==> config.mk <==
export PLATFORM = sky130hd
export DESIGN_NAME = asi_top
export DESIGN_NICKNAME = d
export VERILOG_FILES = /design/src/rtl/asi_top.v
export VERILOG_INCLUDE_DIRS = /design/src /design/src/rtl
export SDC_FILE = /design/constraint.sdc
export NUM_CORES = 1
export LEC_CHECK = 0
export ABC_AREA = 1
export BUFFER_PORTS_ARGS = -buffer_cell sky130_fd_sc_hd__buf_2
export CAP_MARGIN = 10
export CELL_PAD_IN_SITES_DETAIL_PLACEMENT = 0
export CELL_PAD_IN_SITES_GLOBAL_PLACEMENT = 1
export CORE_UTILIZATION = 45
export DETAILED_ROUTE_END_ITERATION = 8
export HOLD_SLACK_MARGIN = 0.03
export PLACE_DENSITY_LB_ADDON = 0.1
export SLEW_MARGIN = 20
export SYNTH_ARGS = -nofsm -noshare
export SYNTH_HDL_FRONTEND = slang
export SYNTH_SLANG_ARGS = --single-unit
==> constraint.sdc <==
create_clock -name mclk -period 2.95 [get_ports mclk]
set_clock_uncertainty 0.15 [all_clocks]
set_input_delay 0.295 -clock mclk [delete_from_list [all_inputs] [get_ports mclk]]
set_output_delay 0.295 -clock mclk [all_outputs]
set_load 0.02 [all_outputs]
==> src/rtl/asi_map.vh <==
// Purpose: register offsets, field positions, reset values and timing counts of the serial transceiver pair
// Assumes: 32-bit bus word per register, byte address bits [1:0] ignored
// Notes: definitions only
`ifndef ASI_MAP_VH
`define ASI_MAP_VH

// byte address layout: bit 5 picks the channel, bits 4:2 pick the register
`define ASI_CH_BIT 5
`define ASI_REG_HI 4
`define ASI_REG_LO 2

// register indices inside one channel block
`define ASI_REG_BDH 3'h0
`define ASI_REG_BDL 3'h1
`define ASI_REG_CR1 3'h2
`define ASI_REG_CR2 3'h3
`define ASI_REG_SR1 3'h4
`define ASI_REG_SR2 3'h5
`define ASI_REG_DRH 3'h6
`define ASI_REG_DRL 3'h7

// frame_and_loop_control fields
`define ASI_CR1_ODD 0
`define ASI_CR1_PAR_ON 1
`define ASI_CR1_M 4
`define ASI_CR1_RX_SEL 5
`define ASI_CR1_OPEN_DRAIN 6
`define ASI_CR1_FEEDBACK 7

// second control register fields
`define ASI_CR2_BREAK 0
`define ASI_CR2_RX_ON 2
`define ASI_CR2_TX_ON 3
`define ASI_CR2_RX_WAKE 5

// status fields
`define ASI_SR1_PAR_ERR 0
`define ASI_SR1_FRM_ERR 1
`define ASI_SR1_OVR 3
`define ASI_SR1_FULL 5
`define ASI_SR1_DONE 6
`define ASI_SR1_EMPTY 7
`define ASI_SR1_RX_MASK 8'h3F
`define ASI_SR1_TX_MASK 8'hC0

// reset values
`define ASI_CR_RST 8'h00
`define ASI_BD_RST 16'h0000
`define ASI_DIV_RST 13'h0000

// oversampling: sixteen ticks per bit, centre sample on tick 7
`define ASI_SUB_LAST 4'hF
`define ASI_SUB_MID 4'h7
`define ASI_BITS_8 4'h9
`define ASI_BITS_9 4'hA

`endif

==> src/rtl/asi_top.v <==
// Purpose: two independent asynchronous NRZ serial transceivers behind an Avalon-MM slave
// Assumes: mclk 200 MHz, ce freezes all state, pin inputs and supply level are asynchronous
// Notes: one wait state per bus access; pin output enables are active low
`include "asi_map.vh"
`default_nettype none

module asi_top (
   // clock, freeze and reset
   input wire mclk,
   input wire ce,
   input wire rst_n,
   // avalon-mm slave
   input wire [5:0] avs_address,
   input wire avs_read,
   input wire avs_write,
   input wire [3:0] avs_byteenable,
   input wire [31:0] avs_writedata,
   output reg [31:0] avs_readdata,
   output reg avs_waitrequest,
   // system mode
   input wire special_mode,
   input wire wait_mode,
   input wire clock_synth_supply,
   // port logic, one bit per channel
   input wire [1:0] tx_pin_direction_bit,
   input wire [1:0] rx_pin_direction_bit,
   input wire [1:0] gpio_tx_out,
   input wire [1:0] gpio_rx_out,
   // serial pins, one bit per channel
   input wire [1:0] pin_tx_in,
   output reg [1:0] pin_tx_out,
   output reg [1:0] pin_tx_oe_n,
   input wire [1:0] pin_rx_in,
   output reg [1:0] pin_rx_out,
   output reg [1:0] pin_rx_oe_n,
   // receiver wake request, one bit per channel
   output reg [1:0] rx_wake_irq
);

   localparam TX_IDLE = 2'b01;
   localparam TX_SEND = 2'b10;
   localparam RX_HUNT = 2'b01;
   localparam RX_RECV = 2'b10;

   // pin drive: {out, oe_n}; open drain only ever pulls low
   function [1:0] pin_drive(input v, input en, input od);
      begin
         pin_drive = {v, ~(en & (~od | ~v))};
      end
   endfunction

   // parity over the bits below the parity position
   function par_of(input [8:0] d, input m, input odd);
      begin
         par_of = (m ? ^d[7:0] : ^d[6:0]) ^ odd;
      end
   endfunction

   wire req = avs_read | avs_write;
   wire acc = req & ~avs_waitrequest;
   wire [15:0] chan_rd;
   wire [3:0] next_tx_pin;
   wire [3:0] next_rx_pin;
   wire [1:0] next_wake;
   reg [1:0] tx_s1, tx_s2, rx_s1, rx_s2;
   reg sup_s1, sup_s2;

   // bus handshake: waitrequest drops for exactly one cycle per request
   always @(posedge mclk or negedge rst_n) begin
      if (!rst_n) begin
         avs_waitrequest <= 1'b1;
         avs_readdata <= 32'h00000000;
      end else if (ce) begin
         avs_waitrequest <= ~(req & avs_waitrequest);
         if (avs_read & avs_waitrequest) begin
            avs_readdata <= {24'h000000, (avs_address[`ASI_CH_BIT] ? chan_rd[15:8] : chan_rd[7:0])};
         end
      end
   end

   // two-flop synchronisers, then registered pin drive
   always @(posedge mclk or negedge rst_n) begin
      if (!rst_n) begin
         tx_s1 <= 2'h3;
         tx_s2 <= 2'h3;
         rx_s1 <= 2'h3;
         rx_s2 <= 2'h3;
         sup_s1 <= 1'b0;
         sup_s2 <= 1'b0;
         pin_tx_out <= 2'h3;
         pin_tx_oe_n <= 2'h3;
         pin_rx_out <= 2'h3;
         pin_rx_oe_n <= 2'h3;
         rx_wake_irq <= 2'h0;
      end else if (ce) begin
         tx_s1 <= pin_tx_in;
         tx_s2 <= tx_s1;
         rx_s1 <= pin_rx_in;
         rx_s2 <= rx_s1;
         sup_s1 <= clock_synth_supply;
         sup_s2 <= sup_s1;
         pin_tx_out <= {next_tx_pin[3], next_tx_pin[1]};
         pin_tx_oe_n <= {next_tx_pin[2], next_tx_pin[0]};
         pin_rx_out <= {next_rx_pin[3], next_rx_pin[1]};
         pin_rx_oe_n <= {next_rx_pin[2], next_rx_pin[0]};
         rx_wake_irq <= next_wake;
      end
   end

   genvar gi;
   generate
      for (gi = 0; gi < 2; gi = gi + 1) begin : chan
         wire sel = (avs_address[`ASI_CH_BIT] == (gi != 0));
         wire [2:0] ri = avs_address[`ASI_REG_HI:`ASI_REG_LO];
         wire wr = acc & avs_write & avs_byteenable[0] & sel;
         wire rd = acc & avs_read & sel;
         wire [7:0] wd = avs_writedata[7:0];
         reg [7:0] frame_and_loop_control;
         reg [7:0] ctl2;
         reg [7:0] bd_stage;
         reg [15:0] baud_divisor_pair;
         reg [12:0] bd_cnt;
         reg bd_on;
         reg [8:0] tx_buf, rx_dr;
         reg [7:0] snap;
         reg tdre, tc, rdrf, ovr_flag, fe, pf;
         reg [1:0] tx_state, rx_state;
         reg [10:0] tx_sh;
         reg [9:0] rx_sh;
         reg [3:0] tx_sub, tx_bits, rx_sub, rx_bits;
         reg tx_line;
         reg [7:0] rd_val;
         reg [1:0] tx_pin_v, rx_pin_v;

         wire internal_feedback_select = frame_and_loop_control[`ASI_CR1_FEEDBACK];
         wire rx_input_select = frame_and_loop_control[`ASI_CR1_RX_SEL];
         wire open_drain_select = frame_and_loop_control[`ASI_CR1_OPEN_DRAIN];
         wire len9 = frame_and_loop_control[`ASI_CR1_M];
         wire parity_on = frame_and_loop_control[`ASI_CR1_PAR_ON];
         wire parity_odd_select = frame_and_loop_control[`ASI_CR1_ODD];
         wire tx_side_on = ctl2[`ASI_CR2_TX_ON];
         wire rx_side_on = ctl2[`ASI_CR2_RX_ON];
         wire send_break = ctl2[`ASI_CR2_BREAK];
         wire rx_busy_flag = rx_state[1];
         wire [12:0] baud_divisor_field = baud_divisor_pair[12:0];
         wire [3:0] last_bit = len9 ? `ASI_BITS_9 : `ASI_BITS_8;

         // sixteen ticks per bit; silent until first enable or while divisor is zero
         wire tick = bd_on & (baud_divisor_field != `ASI_DIV_RST) &
                     (bd_cnt == baud_divisor_field - 13'h0001);

         // transmit frame: start low, data lsb first, optional parity in last data slot, stop high
         wire [8:0] tx_dat = parity_on ?
            (len9 ? {par_of(tx_buf, 1'b1, parity_odd_select), tx_buf[7:0]} :
                    {1'b0, par_of(tx_buf, 1'b0, parity_odd_select), tx_buf[6:0]}) : tx_buf;
         wire [10:0] tx_frame = len9 ? {1'b1, tx_dat, 1'b0} : {2'h3, tx_dat[7:0], 1'b0};
         wire tx_load = tick & tx_state[0] & tx_side_on & ~send_break & ~tdre;

         // receive source: pin, internal transmit line or transmit pin
         wire rx_src = internal_feedback_select ? (rx_input_select ? tx_s2[gi] : tx_line) : rx_s2[gi];
         wire rx_mid = tick & rx_state[1] & (rx_sub == `ASI_SUB_MID);
         // the frame ends at the centre of the stop bit, so framing is judged on the stop level
         wire rx_done = rx_mid & (rx_bits == last_bit);
         wire [9:0] rx_full = {rx_src, rx_sh[9:1]};
         wire [8:0] rx_dat = len9 ? rx_full[8:0] : {1'b0, rx_full[8:1]};
         wire rx_pbit = len9 ? rx_dat[8] : rx_dat[7];

         // flag events; a set in the clearing cycle wins
         wire set_full = rx_done & ~rdrf;
         wire set_ovr = rx_done & rdrf;
         wire set_fe = set_full & ~rx_src;
         wire set_pf = set_full & parity_on & (par_of(rx_dat, len9, parity_odd_select) != rx_pbit);
         wire [7:0] clr_rx = (rd & (ri == `ASI_REG_DRL)) ? (snap & `ASI_SR1_RX_MASK) : 8'h00;
         wire [7:0] clr_tx = (wr & (ri == `ASI_REG_DRL)) ? (snap & `ASI_SR1_TX_MASK) : 8'h00;
         wire set_tc = tx_state[0] & tdre & ~send_break & ~tx_load;
         wire [7:0] sr1 = {tdre, tc, rdrf, 1'b0, ovr_flag, 1'b0, fe, pf};

         // register read mux, decoded from the word index
         always @* begin
            if (ri == `ASI_REG_BDH) begin
               rd_val = bd_stage;
            end else if (ri == `ASI_REG_BDL) begin
               rd_val = baud_divisor_pair[7:0];
            end else if (ri == `ASI_REG_CR1) begin
               rd_val = frame_and_loop_control;
            end else if (ri == `ASI_REG_CR2) begin
               rd_val = ctl2;
            end else if (ri == `ASI_REG_SR1) begin
               rd_val = sr1;
            end else if (ri == `ASI_REG_SR2) begin
               rd_val = {7'h00, rx_busy_flag};
            end else if (ri == `ASI_REG_DRH) begin
               rd_val = {rx_dr[8], tx_buf[8], 6'h00};
            end else begin
               rd_val = rx_dr[7:0];
            end
         end
         assign chan_rd[gi * 8 + 7:gi * 8] = rd_val;

         // software registers and the status flag set
         always @(posedge mclk or negedge rst_n) begin
            if (!rst_n) begin
               frame_and_loop_control <= `ASI_CR_RST;
               ctl2 <= `ASI_CR_RST;
               bd_stage <= `ASI_CR_RST;
               baud_divisor_pair <= `ASI_BD_RST;
               bd_on <= 1'b0;
               tx_buf <= 9'h000;
               snap <= 8'h00;
               tdre <= 1'b1;
               tc <= 1'b1;
               rdrf <= 1'b0;
               ovr_flag <= 1'b0;
               fe <= 1'b0;
               pf <= 1'b0;
            end else if (ce) begin
               if (wr & (ri == `ASI_REG_BDH)) begin
                  bd_stage[4:0] <= wd[4:0];
                  if (special_mode) begin
                     bd_stage[7:5] <= wd[7:5];
                  end
               end
               if (wr & (ri == `ASI_REG_BDL)) begin
                  baud_divisor_pair <= {bd_stage, wd};
               end
               if (wr & (ri == `ASI_REG_CR1)) begin
                  frame_and_loop_control <= wd;
               end
               if (wr & (ri == `ASI_REG_CR2)) begin
                  ctl2 <= wd;
                  if (wd[`ASI_CR2_TX_ON] | wd[`ASI_CR2_RX_ON]) begin
                     bd_on <= 1'b1;
                  end
               end
               if (wr & (ri == `ASI_REG_DRH)) begin
                  tx_buf[8] <= wd[6];
               end
               if (wr & (ri == `ASI_REG_DRL)) begin
                  tx_buf[7:0] <= wd;
               end
               // the status read arms the clear; the data access consumes it
               if (rd & (ri == `ASI_REG_SR1)) begin
                  snap <= sr1;
               end else if (|clr_rx | |clr_tx) begin
                  snap <= 8'h00;
               end
               tdre <= tx_load | (tdre & ~clr_tx[`ASI_SR1_EMPTY]);
               tc <= set_tc | (tc & ~clr_tx[`ASI_SR1_DONE]);
               rdrf <= set_full | (rdrf & ~clr_rx[`ASI_SR1_FULL]);
               ovr_flag <= set_ovr | (ovr_flag & ~clr_rx[`ASI_SR1_OVR]);
               fe <= set_fe | (fe & ~clr_rx[`ASI_SR1_FRM_ERR]);
               pf <= set_pf | (pf & ~clr_rx[`ASI_SR1_PAR_ERR]);
            end
         end

         // baud modulus counter, restarts on each tick
         always @(posedge mclk or negedge rst_n) begin
            if (!rst_n) begin
               bd_cnt <= `ASI_DIV_RST;
            end else if (ce) begin
               if (tick | ~bd_on | (baud_divisor_field == `ASI_DIV_RST)) begin
                  bd_cnt <= `ASI_DIV_RST;
               end else begin
                  bd_cnt <= bd_cnt + 13'h0001;
               end
            end
         end

         // transmitter: a frame in flight finishes on tx_line, though in normal mode the pin drops it once tx_side_on clears; break repeats all-zero frames
         always @(posedge mclk or negedge rst_n) begin
            if (!rst_n) begin
               tx_state <= TX_IDLE;
               tx_sh <= 11'h7FF;
               tx_sub <= 4'h0;
               tx_bits <= 4'h0;
               tx_line <= 1'b1;
            end else if (ce & tick) begin
               case (tx_state)
                  TX_IDLE: begin
                     tx_line <= 1'b1;
                     if (tx_side_on & (send_break | ~tdre)) begin
                        tx_sh <= send_break ? 11'h000 : tx_frame;
                        tx_line <= 1'b0;
                        tx_sub <= 4'h0;
                        tx_bits <= 4'h0;
                        tx_state <= TX_SEND;
                     end
                  end
                  TX_SEND: begin
                     tx_sub <= tx_sub + 4'h1;
                     if (tx_sub == `ASI_SUB_LAST) begin
                        if (tx_bits == last_bit) begin
                           // a held break runs straight into the next all-zero frame, no mark gap
                           tx_line <= ~send_break;
                           tx_state <= TX_IDLE;
                        end else begin
                           tx_sh <= {1'b1, tx_sh[10:1]};
                           tx_line <= tx_sh[1];
                           tx_bits <= tx_bits + 4'h1;
                        end
                     end
                  end
                  default: begin
                     tx_state <= TX_IDLE;
                  end
               endcase
            end
         end

         // receiver: start confirmed at its centre, then one sample per sixteen ticks
         always @(posedge mclk or negedge rst_n) begin
            if (!rst_n) begin
               rx_state <= RX_HUNT;
               rx_sh <= 10'h000;
               rx_sub <= 4'h0;
               rx_bits <= 4'h0;
               rx_dr <= 9'h000;
            end else if (ce & tick) begin
               case (rx_state)
                  RX_HUNT: begin
                     if (rx_side_on & ~rx_src) begin
                        rx_sub <= 4'h0;
                        rx_bits <= 4'h0;
                        rx_state <= RX_RECV;
                     end
                  end
                  RX_RECV: begin
                     rx_sub <= rx_sub + 4'h1;
                     if (rx_sub == `ASI_SUB_LAST) begin
                        rx_bits <= rx_bits + 4'h1;
                     end
                     if (rx_sub == `ASI_SUB_MID) begin
                        if ((rx_bits == 4'h0) & rx_src) begin
                           rx_state <= RX_HUNT; // glitch, not a start bit
                        end else if (rx_done) begin
                           rx_state <= RX_HUNT;
                           if (~rdrf) begin
                              rx_dr <= rx_dat;
                           end
                        end else if (rx_bits != 4'h0) begin
                           rx_sh <= rx_full;
                        end
                     end
                  end
                  default: begin
                     rx_state <= RX_HUNT;
                  end
               endcase
            end
         end

         // pin functions; the general purpose fallback still honours open drain
         always @* begin
            if (internal_feedback_select) begin
               if (tx_pin_direction_bit[gi]) begin
                  tx_pin_v = pin_drive(tx_line, 1'b1, open_drain_select);
               end else begin
                  tx_pin_v = pin_drive(1'b1, ~rx_input_select, open_drain_select);
               end
            end else if (tx_side_on) begin
               tx_pin_v = pin_drive(tx_line, 1'b1, open_drain_select);
            end else begin
               tx_pin_v = pin_drive(gpio_tx_out[gi], tx_pin_direction_bit[gi], open_drain_select);
            end
            if (internal_feedback_select | ~rx_side_on) begin
               rx_pin_v = pin_drive(gpio_rx_out[gi], rx_pin_direction_bit[gi], open_drain_select);
            end else begin
               rx_pin_v = 2'h1;
            end
         end
         assign next_tx_pin[gi * 2 + 1:gi * 2] = tx_pin_v;
         assign next_rx_pin[gi * 2 + 1:gi * 2] = rx_pin_v;
         assign next_wake[gi] = ctl2[`ASI_CR2_RX_WAKE] & rx_busy_flag & wait_mode & sup_s2;
      end
   endgenerate

endmodule

`default_nettype wire

* Yosys cells after proc, flatten, opt, wreduce, memory -nomap -nowiden
Index checks and enable logic that the tools add are counted.
** Cells by class
- Reductions and logical operators :: 64
- Add/sub/neg operators :: 12
- Bitwise logic cells :: 179
- Mux-type cells :: 105
- Equal/unequal tests :: 45
** Operators with widths (count)
- 8-bit two-way mux :: 21
- 1-bit AND :: 92
- 11-bit two-way mux :: 8
- 4-bit one-hot mux with 2 select lines :: 8
- 9-bit two-way mux :: 6
- 1-bit inverter :: 51
- 2-bit two-way mux :: 24
- 11-bit one-hot mux with 2 select lines :: 2
- 4-bit two-way mux :: 10
- 4-bit by 1-bit adder with 4-bit output, second input constant :: 8
- 8-bit OR reduction :: 4
- 8-bit parity :: 4
- 1-bit OR :: 30
- 2-bit AND reduction :: 15
- 3-bit AND reduction :: 10
- 2-bit != test, second input constant :: 14
- 7-bit parity :: 4
- 13-bit by 1-bit adder with 13-bit output, second input constant :: 2
- 13-bit equality test :: 2
- 13-bit zero test :: 2
- 13-bit two-way mux :: 2
- 13-bit nonzero test :: 2
- 13-bit by 1-bit subtractor with 13-bit output, second input constant :: 2
- 4-bit AND reduction :: 6
- 22 further kinds :: 76
** Word-level totals
- Bits in registers :: 279
- Input port bits :: 62
- Output and inout port bits :: 43

* Longest topological paths before layout
- Depth in word-level cells :: 11
- Depth in mapped cells :: 18

* Worst setup path after synthesis
Ideal clock, no wire load.
- Path kind :: reg2reg
- From :: reg chan[0].baud_divisor_pair[0]
- To :: reg chan[0].rx_sh[9]
- Data required time :: 2682 ps
- Arrival time :: 2134 ps
- Path slack :: 548 ps
- Stages on the path, launching flop included :: 17
- Library setup time :: 118 ps
- Cell sequence :: dfrtp_1 > inv_1 > ha_1 > nand2_1 > nor2_1 > nand2_1 > nand2_1 > nand2_1 > nor2_1 > nand4_2 > nor2_4 > nand4_4 > clkinv_4 > nand2_4 > buf_6 > nand2_1 > o21ai_2
** On the way
- Cells in the longest elaborated chain, start to end :: 8
- Elaborated cells on any way between the ends :: 11
- Classes of those cells :: add/sub (1); eq/ne (1); bitwise (7); reduce/logical (2)
** Ends and longest elaborated chain
- from (decl) :: RTL line asi_top.v:121 : reg [15:0] baud_divisor_pair;
- from (signal assigned) :: RTL line asi_top.v:206 : baud_divisor_pair <= `ASI_BD_RST;
- from (signal assigned) :: RTL line asi_top.v:224 : baud_divisor_pair <= {bd_stage, wd};
- 13-bit by 1-bit subtractor with 13-bit output or 13-bit nonzero test (tied branches)
- 13-bit equality test or 1-bit AND (tied branches) :: RTL line asi_top.v:150, asi_top.v:149
- 1-bit AND * :: RTL line asi_top.v:149 : wire tick = bd_on & (baud_divisor_field != `ASI_DIV_RST) &
- 1-bit AND (2 in a row) :: RTL line asi_top.v:161 : wire rx_mid = tick & rx_state[1] & (rx_sub == `ASI_SUB_MID);
- 1-bit AND :: RTL line asi_top.v:163 : wire rx_done = rx_mid & (rx_bits == last_bit);
- 1-bit inverter (no source line)
- 6-bit AND reduction (no source line) *
- to (signal assigned) :: RTL line asi_top.v:341 : rx_sh <= rx_full;
- to (decl) :: RTL line asi_top.v:129 : reg [9:0] rx_sh;
Every way passes the cells marked *; elsewhere a longest branch is shown, timed or not.
A chain may end at the register's enable or synchronous reset.

* Final worst setup path
- From :: reg chan[1].baud_divisor_pair[0]
- To :: reg chan[1].rx_sub[0]
** On the way
- Cells in the longest elaborated chain, start to end :: 5
- Elaborated cells on any way between the ends :: 7
- Classes of those cells :: add/sub (1); eq/ne (1); bitwise (3); reduce/logical (2)
** Ends and longest elaborated chain
- from (decl) :: RTL line asi_top.v:121
- from (signal assigned) :: RTL line asi_top.v:206
- from (signal assigned) :: RTL line asi_top.v:224
- 13-bit by 1-bit subtractor with 13-bit output or 13-bit nonzero test (tied branches)
- 13-bit equality test or 1-bit AND (tied branches) :: RTL line asi_top.v:150, asi_top.v:149
- 1-bit AND * :: RTL line asi_top.v:149
- 1-bit AND * :: RTL line asi_top.v:318 : end else if (ce & tick) begin
- 3-bit AND reduction (no source line) *
- to (signal assigned) :: RTL line asi_top.v:328 : rx_sub <= rx_sub + 4'h1;
- to (decl) :: RTL line asi_top.v:130 : reg [3:0] tx_sub, tx_bits, rx_sub, rx_bits;
Marks and branches as above.

==> out/summary.txt <==
PortBufs = 51
Critical Path Source = chan[1].baud_divisor_pair[0]$_DFFE_PN0P_
Min-delay worst type = in -> reg
Crit path max fanout = 6
Largest net degree at the start of global routing = 69
Kind of critical path = reg -> reg
CTS Buf Count = 34
Synth-to-Final Area Change = 15.48%
Cell accounting for the most synthesized area = dfrtp_1
Max-Slew Margin vs Limit = 0.5328
# IOs = 105
Ys async rst share = 1.000
Worst Setup Start Kind = register
Worst-Margin Slew = 0.6949 ns
HPWL after DPL = 31480 µm
RSZ-0062 raised after global routing = no
R2R setup slack = 0.20 ns
Status = completed
Hold Vio Cnt, Final = 0
Via density = 5.229
Die width = 187.4 µm
Layout cell share with drive strength beyond 1 = 0.1442
Avg Inst Size Synth = 7.560 µm²
Final period util = 0.9321
Sequential-to-total area share from yosys stat = 0.4424
Final Slew Violations = 0
Yosys cell types = 56
Final Power = 10.83 mW
Worst flop-to-flop path endpoint = chan[1].rx_sub[0]$_DFFE_PN0P_
Main synth FF type = dfrtp_1
CTS H-tree lvls = 2
Pwr dens = 606.8 nW/µm²
RR Startpoint = chan[1].baud_divisor_pair[0]$_DFFE_PN0P_
Die ar. = 35100 µm²
R2r worst-path depth = 13
CTS Buffer Depth = 3
Achievable Freq = 363.7 MHz
Minimum clock period after layout = 2.750 ns
Wire length after detailed routing = 43200 µm
Gpl congestion = 0.8821
Clock Latency Late Sink = 0.52 ns
Cell area after synthesis = 15460 µm²
Routed length per instance = 16.40 µm
Clock sinks = 271
Yosys warnings = 0
Iteration-0 DRC Markers = 915
Leakage = 8.533 nW
Nets = 2239
Yosys top cell area share = 0.3625
Top cells by area, synth = dfrtp_1 36%, nand2_1 16%, dfstp_2 8.0%
Core Area = 33700 µm²
Data required, critical path = 3.20 ns
CP Capture Type = register
Drt first pass iters = 5
Number of flops mapped to enable cells by yosys = 0
Overall global routing resource usage = 0.2501
Total number of vias = 13770
Worst setup path endpoint = chan[1].rx_sub[0]$_DFFE_PN0P_
Vias in the first global route = 13090
Final ANT Viol Nets = 0
Vert. Die Dim = 187.4 µm
Pre-CTS setup slack = 0.06980 ns
Syn Inst Count = 2045
Count of final setup violators = 0
Max IR drop VDD = 0.3855 mV
Critical Path AT = 3.00 ns
Initial core utilization = 0.4588
Post-Route Setup TNS = 0 ns
Initial antenna violation count = 2
Max-cap violations = 0
Root Buffer = clkbuf_16
Global-route wire length before repair = 69890 µm
CTS tree = yes
DR DRC count = 0
#FFs+latches synth = 271
Crit path setup slack, layout = 0.2003 ns
Clk slew on worst S/H paths = 0.06 ns
Gr ovfl total = 0
Rows = 67
-- repair_timing --
item / CTS / global route
hold endpoints to repair: 76 / 0
hold buffers: 16 / 0
gates resized for setup: 0 / 8
setup buffers: 0 / 9
setup endpoints to repair: 0 / 71
-- routing by layer --
| layer | vias to the layer above | share of wire | track usage |
|---|---|---|---|
| li1 | 6855 | - | - |
| met1 | 6547 | 0.48 | 0.3541 |
| met2 | 298 | 0.45 | 0.3953 |
| met3 | 71 | 0.049 | 0.03921 |
| met4 | 2 | 0.024 | 0.07093 |
| met5 | - | 0.00019 | 0 |
-- worst min path at each step --
stage	from	slack (ns)	to	cells after the start
after floorplan	rst_n	-0.15	avs_readdata[0]$_DFFE_PN0P_	0
final	wait_mode	0.07	rx_wake_irq[0]$_DFFE_PN0P_	3
after detailed placement	rst_n	0.16	chan[1].bd_cnt[11]$_DFFE_PN0P_	1
after global placement	rst_n	0.15	chan[1].bd_cnt[10]$_DFFE_PN0P_	1
after CTS	special_mode	0.06	chan[0].bd_stage[6]$_DFFE_PN0P_	3
after global routing	wait_mode	0.07	rx_wake_irq[0]$_DFFE_PN0P_	3
-- registers in the layout (all words and copies together) (netlist names), 18 cells and up --
signal                  cells
chan.baud_divisor_pair     26
chan.bd_cnt                26
chan.rx_dr                 18
chan.rx_sh                 18
chan.tx_buf                18
chan.tx_sh                 20
-- cells by family (layout without fill, tap and decap cells) --
family                     after synthesis  after routing  share of synthesized area
buffers and inverters                  275            391                    0.07566
DFF                                    271            271                     0.4424
muxes                                    3              3                   0.002104
other                                    1             26                  0.0002425
xor gates and xnor gates                62             62                    0.03512
AOI/OAI and AO/OA                      392            392                     0.1431
and+or+nand+nor                       1023           1023                     0.2868
adders and majority gates               18             18                    0.01457
-- power by group --
group | leakage, nW | switching [mW] | internal (mW)
combinational | 4.48 | 1.39 | 0.762
sequential | 3.47 | 0.313 | 4.05
clock | 0.580 | 1.62 | 2.70
total | 8.53 | 3.33 | 7.51
-- final cells by class --
class / instances / area, µm²
Inverter: 199 / 752.0
Fill cell: 3323 / 15850
Clock inverter: 14 / 176.4
Sequential cell: 271 / 6840
Timing Repair Buffer: 131 / 955.9
Tap cell: 448 / 560.5
Clock buffer: 47 / 991.0
Antenna cell: 2 / 5.005
Multi-Input combinational cell: 1522 / 7574
-- worst max-delay path: stages (launching register included) --
cell,delay (ns)
dfrtp_1,0.38
inv_1,0.12
ha_2,0.24
nand2_4,0.09
nor2_4,0.16
nand3b_1,0.10
nand2_1,0.12
inv_1,0.05
nor3_1,0.26
nand3_1,0.20
nor2_4,0.28
buf_4,0.20
nand2_1,0.12
a21o_1,0.18
-- layout by cell type (no fill, tap or decap), drive strengths merged, types with 16 or more instances in the layout --
cell type    count
nand2          653
o21ai          260
dfrtp          224
inv            197
nor2           153
nand3          139
buf            115
a21oi           67
dfstp           47
clkbuf          47
xor2            31
xnor2           31
nand4           25
conb            24
a22oi           20
ha              18
nor3            17
dlygate4sd3     16
-- synth_stat cells (25+ instances only) --
library cell and n:
xor2_1 31, dfrtp_1 224, inv_1 184, o21ai_1 25, a21oi_1 66, nand3_1 137, o21ai_0 214, nand2_1 641
dfstp_2 47, nor2_1 131, buf_4 25, xnor2_1 31, clkbuf_1 39
-- per-stage QoR --
stage | area, µm² | util | hold slack [ns] | instances
3_3_place_gp | 16410 | 0.4870 | 0.1533 | 2546
6_report | 17850 | 0.5298 | 0.06873 | 2634
3_5_place_dp | 16410 | 0.4870 | 0.1591 | 2546
5_1_grt | 17850 | 0.5297 | 0.06563 | 2633
4_1_cts | 17740 | 0.5264 | 0.06488 | 2623
2_1_floorplan | 15550 | - | -0.1506 | 2068
Note: power is estimated with default switching activity, not from simulation.
